<file path="config.mk">
export PLATFORM = sky130hd
export DESIGN_NAME = ddd_bank
export DESIGN_NICKNAME = d
export VERILOG_FILES = /design/src/design/ddd_pkg.sv /design/src/design/ddd_bank.sv
export SDC_FILE = /design/constraint.sdc
export NUM_CORES = 1
export LEC_CHECK = 0
export BUFFER_PORTS_ARGS = -buffer_cell sky130_fd_sc_hd__buf_2
export CAP_MARGIN = 15
export CELL_PAD_IN_SITES_DETAIL_PLACEMENT = 1
export CELL_PAD_IN_SITES_GLOBAL_PLACEMENT = 1
export CORE_AREA = 8 8 129 143
export DETAILED_ROUTE_END_ITERATION = 6
export DIE_AREA = 0 0 137 151
export PLACE_DENSITY = 0.85
export SLEW_MARGIN = 20
export SYNTH_ARGS = -nofsm -noshare
export SYNTH_HDL_FRONTEND = slang
export SYNTH_SLANG_ARGS = --single-unit
</file>
<file path="constraint.sdc">
create_clock -name pclk -period 2 [get_ports pclk]
set_input_delay 0.4 -clock pclk [delete_from_list [all_inputs] [get_ports pclk]]
set_output_delay 0.4 -clock pclk [all_outputs]
set_load 0.02 [all_outputs]
</file>
<file path="src/design/ddd_pkg.sv">
// Purpose: constants and types for the dial, tone detect and terminal ready bank
// Assumes: pclk at 20 MHz, registers on 32-bit APB words
// Notes: byte address of a documented register is four times its index
// Overview of operation
// - dual tone seen ignores timing criteria
// - tone word written when dual tone seen
// - tone detected flag needs all criteria
// - dial select one tones, zero pulses, default one
// - select change applies to the next digit
// - each transmit byte is one digit
// - pulse select picks off hook or relay_out_a relay
// - high speed handshake needs ready and data enable
// - high speed answer sends answer tone at once
// - low speed data state needs ready and enable
// - controlled carrier follows request to send in low speed only
// - clearing ready turns transmitter off in data
// - effective ready is bit or pin
// - data set ready follows circuit 107
package ddd_pkg;
	localparam int          ADDR_W           = 8;
	localparam int          TMR_W            = 24;
	localparam int          CLK_MHZ          = 20;
	localparam logic [7:0]  IDX_DIAL_TERM    = 8'h09;
	localparam logic [7:0]  IDX_LINE_STAT    = 8'h0f;
	localparam logic [7:0]  IDX_TONE_STAT    = 8'h1b;
	localparam logic [7:0]  ADR_DIAL_TERM    = 8'(IDX_DIAL_TERM * 4);
	localparam logic [7:0]  ADR_LINE_STAT    = 8'(IDX_LINE_STAT * 4);
	localparam logic [7:0]  ADR_TONE_STAT    = 8'(IDX_TONE_STAT * 4);
	localparam logic [7:0]  ADR_CONFIGURATION_CODE         = 8'h80;
	localparam logic [7:0]  ADR_MODE         = 8'h84;
	localparam logic [7:0]  ADR_TXDATA       = 8'h88;
	localparam logic [7:0]  ADR_IRQ_STAT     = 8'h8c;
	localparam logic [7:0]  ADR_IRQ_MASK     = 8'h90;
	localparam int          BIT_TERM_READY   = 0;
	localparam int          BIT_TONE_SEL     = 5;
	localparam int          BIT_DSR          = 4;
	localparam int          BIT_DUAL_SEEN    = 6;
	localparam int          BIT_TONE_DET     = 4;
	localparam int          BIT_DATA_EN      = 0;
	localparam int          BIT_ANSWER       = 1;
	localparam int          BIT_LOW_SPEED    = 2;
	localparam int          BIT_CTRL_CARRIER = 3;
	localparam int          BIT_RTS          = 4;
	localparam int          BIT_PULSE_SEL    = 5;
	localparam int          BIT_OFF_HOOK     = 6;
	localparam int          BIT_RELAY_OUT_A         = 7;
	localparam logic [7:0]  RST_DIAL_TERM    = 8'h20;
	localparam logic [7:0]  RST_CONFIGURATION_CODE         = 8'h00;
	localparam logic [7:0]  RST_MODE         = 8'h00;
	localparam logic [4:0]  RST_IRQ_MASK     = 5'h00;
	localparam logic [7:0]  CONFIGURATION_CODE_DIALING     = 8'h81;
	localparam logic [7:0]  MAX_PULSE_DIGIT  = 8'h09;
	localparam logic [7:0]  MAX_TONE_DIGIT   = 8'h0f;
	localparam logic [3:0]  ZERO_PULSES      = 4'ha;
	localparam int          BREAK_MS         = 60;
	localparam int          MAKE_MS          = 40;
	localparam int          TONE_MS          = 100;
	localparam int          GAP_MS           = 700;
	localparam int          BREAK_CYC        = BREAK_MS * CLK_MHZ * 1000;
	localparam int          MAKE_CYC         = MAKE_MS * CLK_MHZ * 1000;
	localparam int          TONE_CYC         = TONE_MS * CLK_MHZ * 1000;
	localparam int          GAP_CYC          = GAP_MS * CLK_MHZ * 1000;

	typedef struct packed {
		logic       dual;
		logic       full;
		logic [1:0] row;
		logic [1:0] col;
	} ddd_det_t;

	typedef struct packed {
		logic txbe;
		logic data_up;
		logic digit_done;
		logic tone_det;
		logic dual_seen;
	} ddd_irq_t;

	typedef enum logic [1:0] {LK_IDLE, LK_HANDSHAKE, LK_DATA} ddd_link_t;
	typedef enum logic [2:0] {DL_IDLE, DL_TONE, DL_BREAK, DL_MAKE, DL_GAP} ddd_dial_t;
endpackage

</file>
<file path="src/design/ddd_bank.sv">
// Purpose: host register bank for tone detect, digit dialing and terminal ready
// Assumes: detector and trainer logic on pclk; pins dtr and rts from outside
// Notes: one wait state on every apb access
`timescale 1ns/1ns
module ddd_bank #(
	parameter int unsigned BREAK_CYCLES = ddd_pkg::BREAK_CYC,
	parameter int unsigned MAKE_CYCLES  = ddd_pkg::MAKE_CYC,
	parameter int unsigned TONE_CYCLES  = ddd_pkg::TONE_CYC,
	parameter int unsigned GAP_CYCLES   = ddd_pkg::GAP_CYC
) (
	input  wire logic                      pclk,
	input  wire logic                      presetn,
	input  wire logic                      psel,
	input  wire logic                      penable,
	input  wire logic                      pwrite,
	input  wire logic [ddd_pkg::ADDR_W-1:0] paddr,
	input  wire logic [31:0]               pwdata,
	input  wire logic [3:0]                pstrb,
	output logic      [31:0]               prdata,
	output logic                           pready,
	output logic                           pslverr,
	output logic                           irq,
	input  wire ddd_pkg::ddd_det_t         det,
	input  wire logic                      train_done,
	input  wire logic                      dtr_pin_n,
	input  wire logic                      rts_pin_n,
	output logic                           handshake_start,
	output logic                           answer_tone,
	output logic                           data_state,
	output logic                           tx_on,
	output logic                           dsr_n,
	output logic                           off_hook_relay_out_n,
	output logic                           relay_out_a_n,
	output logic                           tone_dial_on,
	output logic      [3:0]                tone_dial_code
);
	// dtmf grid: rows 1 2 3 A / 4 5 6 B / 7 8 9 C / * 0 # D
	function automatic logic [3:0] encode_key(input logic [1:0] row, input logic [1:0] col);
		logic [3:0] code;
		code = 4'h0;
		if (col == 2'h3)
			code = 4'(4'hc + {2'h0, row});
		else if (row == 2'h3)
			code = (col == 2'h0) ? 4'ha : ((col == 2'h1) ? 4'h0 : 4'hb);
		else
			code = 4'(4'h1 + 4'({2'h0, row} * 4'h3) + {2'h0, col});
		return code;
	endfunction

	logic [7:0]         dial_term_ff;
	logic [7:0]         configuration_code_ff;
	logic [7:0]         mode_ff;
	logic [7:0]         txbuf_ff;
	logic               tx_empty_ff;
	ddd_pkg::ddd_irq_t  irq_stat_ff;
	ddd_pkg::ddd_irq_t  irq_mask_ff;
	ddd_pkg::ddd_irq_t  nxt_irq_stat;
	ddd_pkg::ddd_irq_t  events;
	logic [31:0]        rd_val;
	logic               rd_err;
	logic               acc;
	logic               wr;
	logic [2:0]         dtr_sync_ff;
	logic [2:0]         rts_sync_ff;
	logic               dtr_pin_ff;
	logic               rts_pin_ff;
	logic               dual_ff;
	logic               full_ff;
	logic [3:0]         tone_word_ff;
	ddd_pkg::ddd_link_t link_ff;
	ddd_pkg::ddd_dial_t dial_ff;
	logic [ddd_pkg::TMR_W-1:0] tmr_ff;
	logic [3:0]         pulses_ff;
	logic               brk_ff;
	logic               take;
	logic               digit_done;
	logic               dtr_eff;
	logic               dialing;
	logic               low_speed;
	logic               data_en;
	logic               answer;
	logic               rts_eff;

	assign acc       = psel && penable;
	assign wr        = acc && pready && pwrite && pstrb[0] && !rd_err;
	assign dialing   = (configuration_code_ff == ddd_pkg::CONFIGURATION_CODE_DIALING);
	assign low_speed = mode_ff[ddd_pkg::BIT_LOW_SPEED];
	assign data_en   = mode_ff[ddd_pkg::BIT_DATA_EN];
	assign answer    = mode_ff[ddd_pkg::BIT_ANSWER];
	assign dtr_eff   = dial_term_ff[ddd_pkg::BIT_TERM_READY] || dtr_pin_ff;
	assign rts_eff   = mode_ff[ddd_pkg::BIT_RTS] || rts_pin_ff;
	assign take      = (dial_ff == ddd_pkg::DL_IDLE) && dialing && !tx_empty_ff;

	// read mux and decode; unaligned or unmapped answers pslverr
	always_comb
	begin
		rd_val = 32'h0;
		rd_err = 1'b0;
		if (paddr[1:0] != 2'h0)
			rd_err = 1'b1;
		else
			unique case (paddr)
				ddd_pkg::ADR_DIAL_TERM: rd_val = {24'h0, dial_term_ff};
				ddd_pkg::ADR_LINE_STAT: rd_val = 32'(link_ff != ddd_pkg::LK_IDLE)
					<< ddd_pkg::BIT_DSR;
				ddd_pkg::ADR_TONE_STAT: rd_val = {24'h0, 1'b0, dual_ff, 1'b0, full_ff, tone_word_ff};
				ddd_pkg::ADR_CONFIGURATION_CODE:      rd_val = {24'h0, configuration_code_ff};
				ddd_pkg::ADR_MODE:      rd_val = {24'h0, mode_ff};
				ddd_pkg::ADR_TXDATA:    rd_val = {23'h0, tx_empty_ff, txbuf_ff};
				ddd_pkg::ADR_IRQ_STAT:  rd_val = {27'h0, irq_stat_ff};
				ddd_pkg::ADR_IRQ_MASK:  rd_val = {27'h0, irq_mask_ff};
				default:                rd_err = 1'b1;
			endcase
	end

	always_ff @(posedge pclk or negedge presetn)
	begin
		if (!presetn)
		begin
			pready  <= 1'b0;
			pslverr <= 1'b0;
			prdata  <= 32'h0;
		end
		else
		begin
			pready  <= acc && !pready;
			pslverr <= acc && !pready && rd_err;
			prdata  <= (acc && !pready && !pwrite) ? rd_val : 32'h0;
		end
	end

	// control registers; tone select resets to one
	always_ff @(posedge pclk or negedge presetn)
	begin
		if (!presetn)
		begin
			dial_term_ff <= ddd_pkg::RST_DIAL_TERM;
			configuration_code_ff      <= ddd_pkg::RST_CONFIGURATION_CODE;
			mode_ff      <= ddd_pkg::RST_MODE;
			irq_mask_ff  <= ddd_pkg::RST_IRQ_MASK;
		end
		else if (wr)
		begin
			if (paddr == ddd_pkg::ADR_DIAL_TERM)
				dial_term_ff <= pwdata[7:0];
			if (paddr == ddd_pkg::ADR_CONFIGURATION_CODE)
				configuration_code_ff <= pwdata[7:0];
			if (paddr == ddd_pkg::ADR_MODE)
				mode_ff <= pwdata[7:0];
			if (paddr == ddd_pkg::ADR_IRQ_MASK)
				irq_mask_ff <= pwdata[4:0];
		end
	end

	// one digit holding byte; a write while full overwrites it
	always_ff @(posedge pclk or negedge presetn)
	begin
		if (!presetn)
		begin
			txbuf_ff    <= 8'h00;
			tx_empty_ff <= 1'b1;
		end
		else if (wr && paddr == ddd_pkg::ADR_TXDATA)
		begin
			txbuf_ff    <= pwdata[7:0];
			tx_empty_ff <= 1'b0;
		end
		else if (take)
			tx_empty_ff <= 1'b1;
	end

	// pins: change counts once second and third stage agree
	always_ff @(posedge pclk or negedge presetn)
	begin
		if (!presetn)
		begin
			dtr_sync_ff <= 3'h0;
			rts_sync_ff <= 3'h0;
			dtr_pin_ff  <= 1'b0;
			rts_pin_ff  <= 1'b0;
		end
		else
		begin
			dtr_sync_ff <= {dtr_sync_ff[1:0], !dtr_pin_n};
			rts_sync_ff <= {rts_sync_ff[1:0], !rts_pin_n};
			if (dtr_sync_ff[1] == dtr_sync_ff[2])
				dtr_pin_ff <= dtr_sync_ff[2];
			if (rts_sync_ff[1] == rts_sync_ff[2])
				rts_pin_ff <= rts_sync_ff[2];
		end
	end

	// tone detect status; word loads only on a new dual tone, else held
	always_ff @(posedge pclk or negedge presetn)
	begin
		if (!presetn)
		begin
			dual_ff      <= 1'b0;
			full_ff      <= 1'b0;
			tone_word_ff <= 4'h0;
		end
		else
		begin
			dual_ff <= det.dual && dialing == 1'b0;
			full_ff <= det.full && det.dual && !dialing;
			if (det.dual && !dual_ff && !dialing)
				tone_word_ff <= encode_key(det.row, det.col);
		end
	end

	always_comb
	begin
		events            = '0;
		events.dual_seen  = det.dual && !dual_ff && !dialing;
		events.tone_det   = det.full && det.dual && !full_ff && !dialing;
		events.digit_done = digit_done;
		events.data_up    = (link_ff != ddd_pkg::LK_DATA) && (nxt_link_is_data());
		events.txbe       = take;
		// set wins over a clear in the same cycle
		nxt_irq_stat = irq_stat_ff;
		if (wr && paddr == ddd_pkg::ADR_IRQ_STAT)
			nxt_irq_stat = irq_stat_ff & ~ddd_pkg::ddd_irq_t'(pwdata[4:0]);
		nxt_irq_stat = nxt_irq_stat | events;
	end

	always_ff @(posedge pclk or negedge presetn)
	begin
		if (!presetn)
		begin
			irq_stat_ff <= '0;
			irq         <= 1'b0;
		end
		else
		begin
			irq_stat_ff <= nxt_irq_stat;
			irq         <= |(nxt_irq_stat & irq_mask_ff);
		end
	end

	function automatic logic nxt_link_is_data();
		logic d;
		d = 1'b0;
		if (link_ff == ddd_pkg::LK_IDLE)
			d = dtr_eff && data_en && !dialing && low_speed;
		else if (link_ff == ddd_pkg::LK_HANDSHAKE)
			d = dtr_eff && data_en && train_done;
		return d;
	endfunction

	// link sequencing: high speed trains first, low speed enters data at once
	always_ff @(posedge pclk or negedge presetn)
	begin
		if (!presetn)
		begin
			link_ff         <= ddd_pkg::LK_IDLE;
			handshake_start <= 1'b0;
		end
		else
		begin
			handshake_start <= 1'b0;
			unique case (link_ff)
				ddd_pkg::LK_IDLE:
					if (dtr_eff && data_en && !dialing)
					begin
						if (low_speed)
							link_ff <= ddd_pkg::LK_DATA;
						else
						begin
							link_ff         <= ddd_pkg::LK_HANDSHAKE;
							handshake_start <= 1'b1;
						end
					end
				ddd_pkg::LK_HANDSHAKE:
					if (!dtr_eff || !data_en)
						link_ff <= ddd_pkg::LK_IDLE;
					else if (train_done)
						link_ff <= ddd_pkg::LK_DATA;
				ddd_pkg::LK_DATA:
					if (!dtr_eff || !data_en)
						link_ff <= ddd_pkg::LK_IDLE;
			endcase
		end
	end

	// line side outputs
	always_ff @(posedge pclk or negedge presetn)
	begin
		if (!presetn)
		begin
			answer_tone <= 1'b0;
			data_state  <= 1'b0;
			tx_on       <= 1'b0;
			dsr_n       <= 1'b1;
		end
		else
		begin
			// high speed sends answer tone from ready alone, until data state
			answer_tone <= answer && dtr_eff && !dialing &&
				(low_speed ? data_en : (link_ff != ddd_pkg::LK_DATA));
			data_state  <= (link_ff == ddd_pkg::LK_DATA);
			tx_on       <= (link_ff == ddd_pkg::LK_HANDSHAKE) ||
				((link_ff == ddd_pkg::LK_DATA) &&
				(!(low_speed && mode_ff[ddd_pkg::BIT_CTRL_CARRIER]) || rts_eff));
			dsr_n       <= !(link_ff != ddd_pkg::LK_IDLE);
		end
	end

	// dialer; method latched per digit so a select change hits the next one
	always_ff @(posedge pclk or negedge presetn)
	begin
		if (!presetn)
		begin
			dial_ff        <= ddd_pkg::DL_IDLE;
			tmr_ff         <= '0;
			pulses_ff      <= 4'h0;
			brk_ff         <= 1'b0;
			tone_dial_on   <= 1'b0;
			tone_dial_code <= 4'h0;
			digit_done     <= 1'b0;
		end
		else
		begin
			digit_done <= 1'b0;
			if (tmr_ff != '0)
				tmr_ff <= tmr_ff - 1'b1;
			if (!dialing && dial_ff != ddd_pkg::DL_IDLE)
			begin
				dial_ff      <= ddd_pkg::DL_IDLE;
				brk_ff       <= 1'b0;
				tone_dial_on <= 1'b0;
				tmr_ff       <= '0;
			end
			else
				unique case (dial_ff)
					ddd_pkg::DL_IDLE:
						if (take)
						begin
							if (dial_term_ff[ddd_pkg::BIT_TONE_SEL])
							begin
								if (txbuf_ff <= ddd_pkg::MAX_TONE_DIGIT)
								begin
									dial_ff        <= ddd_pkg::DL_TONE;
									tone_dial_on   <= 1'b1;
									tone_dial_code <= txbuf_ff[3:0];
									tmr_ff         <= ddd_pkg::TMR_W'(TONE_CYCLES - 1);
								end
							end
							else if (txbuf_ff <= ddd_pkg::MAX_PULSE_DIGIT)
							begin
								dial_ff   <= ddd_pkg::DL_BREAK;
								brk_ff    <= 1'b1;
								pulses_ff <= (txbuf_ff == 8'h00) ? ddd_pkg::ZERO_PULSES : txbuf_ff[3:0];
								tmr_ff    <= ddd_pkg::TMR_W'(BREAK_CYCLES - 1);
							end
						end
					ddd_pkg::DL_TONE:
						if (tmr_ff == '0)
						begin
							dial_ff      <= ddd_pkg::DL_GAP;
							tone_dial_on <= 1'b0;
							tmr_ff       <= ddd_pkg::TMR_W'(GAP_CYCLES - 1);
						end
					ddd_pkg::DL_BREAK:
						if (tmr_ff == '0)
						begin
							dial_ff <= ddd_pkg::DL_MAKE;
							brk_ff  <= 1'b0;
							tmr_ff  <= ddd_pkg::TMR_W'(MAKE_CYCLES - 1);
						end
					ddd_pkg::DL_MAKE:
						if (tmr_ff == '0)
						begin
							pulses_ff <= pulses_ff - 4'h1;
							if (pulses_ff == 4'h1)
							begin
								dial_ff <= ddd_pkg::DL_GAP;
								tmr_ff  <= ddd_pkg::TMR_W'(GAP_CYCLES - 1);
							end
							else
							begin
								dial_ff <= ddd_pkg::DL_BREAK;
								brk_ff  <= 1'b1;
								tmr_ff  <= ddd_pkg::TMR_W'(BREAK_CYCLES - 1);
							end
						end
					ddd_pkg::DL_GAP:
						if (tmr_ff == '0)
						begin
							dial_ff    <= ddd_pkg::DL_IDLE;
							digit_done <= 1'b1;
						end
				endcase
		end
	end

	// relays active low; a break opens the selected relay only
	always_ff @(posedge pclk or negedge presetn)
	begin
		if (!presetn)
		begin
			off_hook_relay_out_n <= 1'b1;
			relay_out_a_n        <= 1'b1;
		end
		else
		begin
			off_hook_relay_out_n <= !(mode_ff[ddd_pkg::BIT_OFF_HOOK] &&
				!(brk_ff && !mode_ff[ddd_pkg::BIT_PULSE_SEL]));
			relay_out_a_n        <= !(mode_ff[ddd_pkg::BIT_RELAY_OUT_A] &&
				!(brk_ff && mode_ff[ddd_pkg::BIT_PULSE_SEL]));
		end
	end
endmodule

</file>
==> results of run 1 <==
==> worst paths after layout <==
kind                                       end  cells past startpoint
worst max-delay path                    brk_ff                     10
worst min-delay path            rts_sync_ff[0]                      2
worst max register to register          brk_ff                     10
worst min register to register  rts_sync_ff[1]                      0
max in group asynchronous                dsr_n                      3
min in group asynchronous            tmr_ff[9]                      2
==> metal layers <==
metal / vias up / global-route usage [%] / part of all wire [%]
li1: 2648 / - / -
met1: 3213 / 24.0 / 34
met2: 370 / 45.0 / 54
met3: 171 / 6.01 / 5.3
met4: 0 / 14.5 / 6.8
met5: - / 0 / 0
==> state kept, by name (all words and copies together) (netlist names), 4 cells and up <==
register,count
irq_stat_ff,5
txbuf_ff,8
mode_ff,8
tone_dial_code,4
configuration_code_ff,8
tmr_ff,24
tone_word_ff,4
pulses_ff,4
prdata,9
dial_term_ff,8
irq_mask_ff,5
==> area by class of cell <==
type / instances / area (sq um) / share of cell area (%)
Timing Repair Buffer: 217 / 1660 / 18.3
Multi-Input combinational cell: 461 / 3580 / 39.7
Timing Repair inverter: 1 / 6.26 / 0.0693
Sequential cell: 116 / 2910 / 32.2
Clock inverter: 5 / 55.1 / 0.610
Inverter: 24 / 95.1 / 1.05
Tap cell: 204 / 255 / 2.83
Clock buffer: 23 / 468 / 5.18
==> power by group <==
part	switching, mW	total [mW]	internal [mW]
combinational	0.383	0.569	0.187
sequential	0.0432	2.47	2.43
clock	1.09	2.83	1.74
==> placed cells by master, fill, tap and decap left out, types with 7 or more instances in the layout <==
cell	n
buf_6	22
ha_1	11
clkbuf_16	18
inv_1	21
nand3_1	14
nand2_1	61
mux2_2	36
buf_2	53
conb_1	23
nor4_4	10
a22o_1	7
a22oi_1	7
a21oi_2	14
nor3_1	13
nor2_1	42
dfrtp_1	111
a21o_1	7
o211ai_1	8
a31oi_1	8
buf_4	135
o21ai_0	25
xnor2_1	11
a21oi_1	19
o21ai_1	9
==> logic make-up (layout without fill, tap and decap cells) <==
kind of cell             count (synthesis)  count (layout)  share of synthesized area [%]
AO/OA/AOI/OAI                          148             148                           15.6
XOR/XNOR                                16              16                           2.23
adder cells (fa/ha/maj)                 16              16                           3.35
buffers and inverters                   68             270                           5.76
flip-flops                             116             116                           46.4
multiplexers                            38              38                           6.78
other                                    1              23                         0.0598
AND/OR/NAND/NOR                        220             220                           19.8
==> through the flow <==
step	total power [mW]	hold WS, ns	cell area [sq um]	setup slack [ns]
after detailed placement	3.05	0.288	7620	-0.381
after global placement	2.99	0.282	7620	-0.225
after floorplan	2.81	0.104	6380	-0.111
after global routing	6.06	0.111	9030	-0.575
final	5.87	0.124	9030	-0.559
after CTS	5.87	0.111	8420	-0.238
==> timing repair <==
item / 4_1_cts / 5_1_grt
setup endpoints to repair: 36 / 41
hold endpoints to repair: 13 / 0
setup buffers: 12 / 24
gates resized for setup: 36 / 91
gates cloned: 0 / 2
pin swaps: 15 / 42
hold buffers: 1 / 0
==> flow_summary_export.csv, run 1 <==
group,metric,value,unit
logic_synthesis,synthTopCellsByCount,"dfrtp_1 (111), nand2_1 (68), nor2_1 (48)",
logic_synthesis,async_flop_share,100,%
logic_synthesis,yosysTopAreaCell,"dfrtp_1",
timing,rsz0062_at_grt,"true",
global_route,grt_use_total,24.3,%
die,design.die.area,20700,sq um
worst_setup_path,cp_top_family,"simple AND/OR/NAND/NOR gates",
timing,finalHoldViolCount,0,
global_route,grt_remaining_overflow,0,
global_route,grt_max_degree,55,
logic_synthesis,synth_top_area_share,44.3,%
layout,fill_cells,1775,
route,ant_nets,0,
layout,final_core_util,56.2,%
cts,h-tree-depth,4,
worst_setup_path,slowest_delay,0.49,ns
route,wirelength,27100,microns
worst_setup_path,crit_required,2.28,ns
job,cap_violations,0,
route,wl_per_cell,25.8,microns
timing,relSlewSlack,52.5,%
timing,setup_ws,-0.559,ns
worst_setup_path,worstReg2RegStart,"tmr_ff[19]",
worst_setup_path,endpoint_kind,"flip-flop",
global_route,grt_pass1_wl,38300,microns
worst_setup_path,worstSetupPathType,"reg2reg",
route,drc_errors,0,
worst_setup_path,cp_max_fo,6,
cts,cts_root_buffer,"clkbuf_16",
die,die_y,151,microns
timing,tns,-7.39,ns
logic_synthesis,synth.most_common_cell,"dfrtp_1",
logic_synthesis,synth_area_leaders,"dfrtp_1 (44%), mux2_2 (6.5%), nand2_1 (4.1%), buf_4 (3.0%), nor2_1 (2.9%)",
die,start_util,39.0,%
logic_synthesis,synth_edf_count,0,
cts,cts.path.max_buffers,2,
logic_synthesis,ys_ff_latch,116,
power_and_ir_drop,leakagePower,4.34,nW
layout,fin_nets,910,
logic_synthesis,synth_cell_types,74,
power_and_ir_drop,ir_worst_vdd,0.495,mV
layout,fin_cells,1051,
route,first_iter_violations,406,
logic_synthesis,synth_seq_area_share,46.4,%
logic_synthesis,syn_inst,623,
cts,cts_made_buffers,17,
route,dr.pass1.iters,5,
logic_synthesis,synth_flop_cell,"dfrtp_1",
timing,fin_skew,0.0117,ns
layout,area_growth_syn_to_layout,44.0,%
die,num_rows,49,
logic_synthesis,syn_area_per_cell,10.1,sq um
worst_setup_path,cp_slowest_cell,"o21ai_1",
worst_setup_path,crit_start,"tmr_ff[19]",
placement,dp_cells,984,
power_and_ir_drop,p_per_area,650,nW/um^2
timing,timing.final.crit_share,128,%
placement,io_buffers,54,
worst_setup_path,crit_chain,"nor4_4 -> buf_4 -> nand4_1 -> buf_6 -> nor2_4 -> buf_6 -> clkbuf_16 -> nor3_1 -> o21ai_1 -> o32ai_2",
layout,layout-drive-gt1-share,45.3,%
layout,insertedDiodeCount,0,
worst_setup_path,arrival,2.84,ns
timing,tightest_slew,0.705,ns
worst_setup_path,rrSetupSlack,-0.56,ns
worst_setup_path,crit_top_cell,"buf_6",
timing,setup_viol,34,
placement,hpwlAfterDp,16500,microns
run_status,failed_checks,"negative setup slack",
timing,fin_crit,2.56,ns
placement,routabilityCongestion,0.923,
route,viasPerCell,6.09,
cts,clk_latency,0.43,ns
global_route,grt_pass1_vias,6948,
logic_synthesis,yosysWarnings,0,
die,ios,105,
timing,max_freq,391,MHz
min_path,worstHoldStart,"rts_pin_n",
min_path,hold_class,"in2reg",
worst_setup_path,crit_buf_inv,4,
worst_setup_path,critPathLaunchType,"flip-flop",
cts,cts_sinks,116,
global_route,grt_antenna_before_repair,0,
cts,cts_tree,"built",
run_status,outcome,"finished, violations left",
die,core,16100,sq um
route,vias,6402,
logic_synthesis,synth_area,6270,sq um
timing,report.final.slew_viol_count,0,
cts,clk_pin_slew,0.06,ns
die,die_w,137,microns
(Power assumes the default switching activity.)
==> inputs of run 2 (changes only) <==
Settings changed: CORE_AREA 8 8 129 143 to 8 8 141 130, DIE_AREA 0 0 137 151 to 0 0 149 138.
==> flow_summary_export.csv, run 2 (same netlist as run 1, synthesis figures left out) <==
group,metric,value,unit
run_status,outcome,"finished, violations left",
run_status,failed_checks,"design-rule violations, negative setup slack",
cts,clk_latency,0.45,ns
die,die_w,149,microns
timing,tightest_slew,0.596,ns
route,viasPerCell,6.11,
route,wirelength,29200,microns
route,drc_errors,1,
job,cap_violations,0,
timing,setup_ws,-0.367,ns
power_and_ir_drop,p_per_area,693,nW/um^2
layout,fin_area,9400,sq um
worst_setup_path,endpoint_kind,"flip-flop",
timing,fin_crit,2.37,ns
global_route,grt_pass1_wl,43800,microns
global_route,grt_remaining_overflow,0,
die,design.die.area,20600,sq um
placement,routabilityCongestion,0.901,
die,core,15900,sq um
timing,max_freq,423,MHz
die,ios,105,
timing,fin_skew,0.0160,ns
timing,report.final.slew_viol_count,0,
cts,clk_pin_slew,0.06,ns
worst_setup_path,cp_top_family,"simple AND/OR/NAND/NOR gates",
die,num_rows,44,
worst_setup_path,arrival,2.68,ns
global_route,grt_max_degree,57,
worst_setup_path,slowest_delay,0.40,ns
timing,tns,-9.72,ns
worst_setup_path,worstSetupPathType,"reg2reg",
worst_setup_path,crit_required,2.32,ns
placement,place_area,7670,sq um
cts,h-tree-depth,4,
min_path,hold_class,"in2reg",
die,start_util,39.6,%
layout,layout-drive-gt1-share,48.5,%
worst_setup_path,cp_max_fo,5,
route,wl_per_cell,27.3,microns
cts,cts.path.max_buffers,2,
placement,hpwlAfterDp,16000,microns
layout,area_growth_syn_to_layout,49.9,%
global_route,grt_pass1_vias,7353,
layout,largest_reg_flops,24,
cts,cts_tree,"built",
route,ant_nets,0,
route,dr.pass1.iters,7,
timing,relSlewSlack,60.1,%
cts,cts_root_buffer,"clkbuf_16",
global_route,grt_antenna_before_repair,1,
timing,setup_viol,40,
route,first_iter_violations,671,
route,vias,6533,
worst_setup_path,crit_buf_inv,4,
timing,rsz0062_at_grt,"true",
global_route,grt_use_total,27.6,%
layout,top_regs,"tmr_ff (24), prdata (9)",
worst_setup_path,cp_slowest_cell,"dfrtp_1",
placement,io_buffers,54,
power_and_ir_drop,leakagePower,4.49,nW
cts,cts_sinks,116,
power_and_ir_drop,ir_worst_vdd,0.842,mV
timing,timing.final.crit_share,118,%
layout,fin_nets,920,
layout,layout_commonest_cell,"buf_4",
layout,mostFrequentLayoutCells,"buf_4 (133), dfrtp_1 (110), nand2_1 (60), buf_2 (53), nor2_1 (41)",
die,die_y,138,microns
worst_setup_path,crit_chain,"inv_2 -> ha_4 -> nor3b_4 -> nand4_4 -> nor2_4 -> buf_12 -> buf_6 -> buf_8 -> o211ai_1 -> nor3b_2",
cts,cts_made_buffers,17,
layout,largest-register,"tmr_ff",
worst_setup_path,critPathLaunchType,"flip-flop",
timing,finalHoldViolCount,0,
-- run 2: layout make-up --
class	instances	area, sq um
fillers	1693	6450
multi-input cells	461	3690
flip-flops and latches	116	2910
repair buffers	228	1800
clock buffers	18	439
well taps	207	259
clock inverters	14	201
inverters	24	95.1
diodes	1	2.50
-- run 2: path summary, 6_finish.rpt --
path	from	end	slack [ns]	depth (start not counted)
worst min-delay path	dtr_pin_n	dtr_sync_ff[0]	0.10	2
worst min register to register	dtr_sync_ff[0]	dtr_sync_ff[1]	0.35	0
min in group asynchronous	presetn	dial_ff[0]	0.51	2
max in group asynchronous	presetn	dsr_n	0.77	3
worst max-delay path	tmr_ff[1]	tmr_ff[21]	-0.37	10
worst max register to register	tmr_ff[1]	tmr_ff[21]	-0.37	10
-- run 2: power by group --
part	switching (mW)	internal [mW]	total, mW
sequential	0.0382	2.43	2.46
clock	1.34	2.13	3.47
combinational	0.380	0.199	0.579
-- run 2: through the flow --
| step | total power [mW] | std cells | hold slack (ns) | setup slack [ns] | util, % |
|---|---|---|---|---|---|
| global route | 6.67 | 1069 | 0.0934 | -0.400 | 59.3 |
| floorplan | 2.81 | 645 | 0.104 | -0.111 | - |
| detailed placement | 3.03 | 991 | 0.342 | -0.330 | 48.4 |
| finish | 6.52 | 1069 | 0.101 | -0.367 | 59.3 |
| CTS | 6.47 | 1055 | 0.0930 | -0.207 | 56.7 |
| global placement | 2.99 | 991 | 0.335 | -0.239 | 48.4 |
-- run 2: repair_timing --
action	4_1_cts	5_1_grt
resized for setup	105	67
hold buffers	1	0
pin swaps	36	33
hold endpoints to repair	26	0
endpoints found under the setup margin	39	43
buffers inserted	30	16
gates cloned	2	0
-- run 2: per-layer routing --
metal / GRT usage [%] / share of wire, % / up-vias
met1: 29.3 / 36 / 3316
met3: 7.34 / 6.4 / 156
li1: - / - / 2663
met2: 48.0 / 51 / 398
met5: 0 / 0 / -
met4: 16.6 / 6.5 / 0
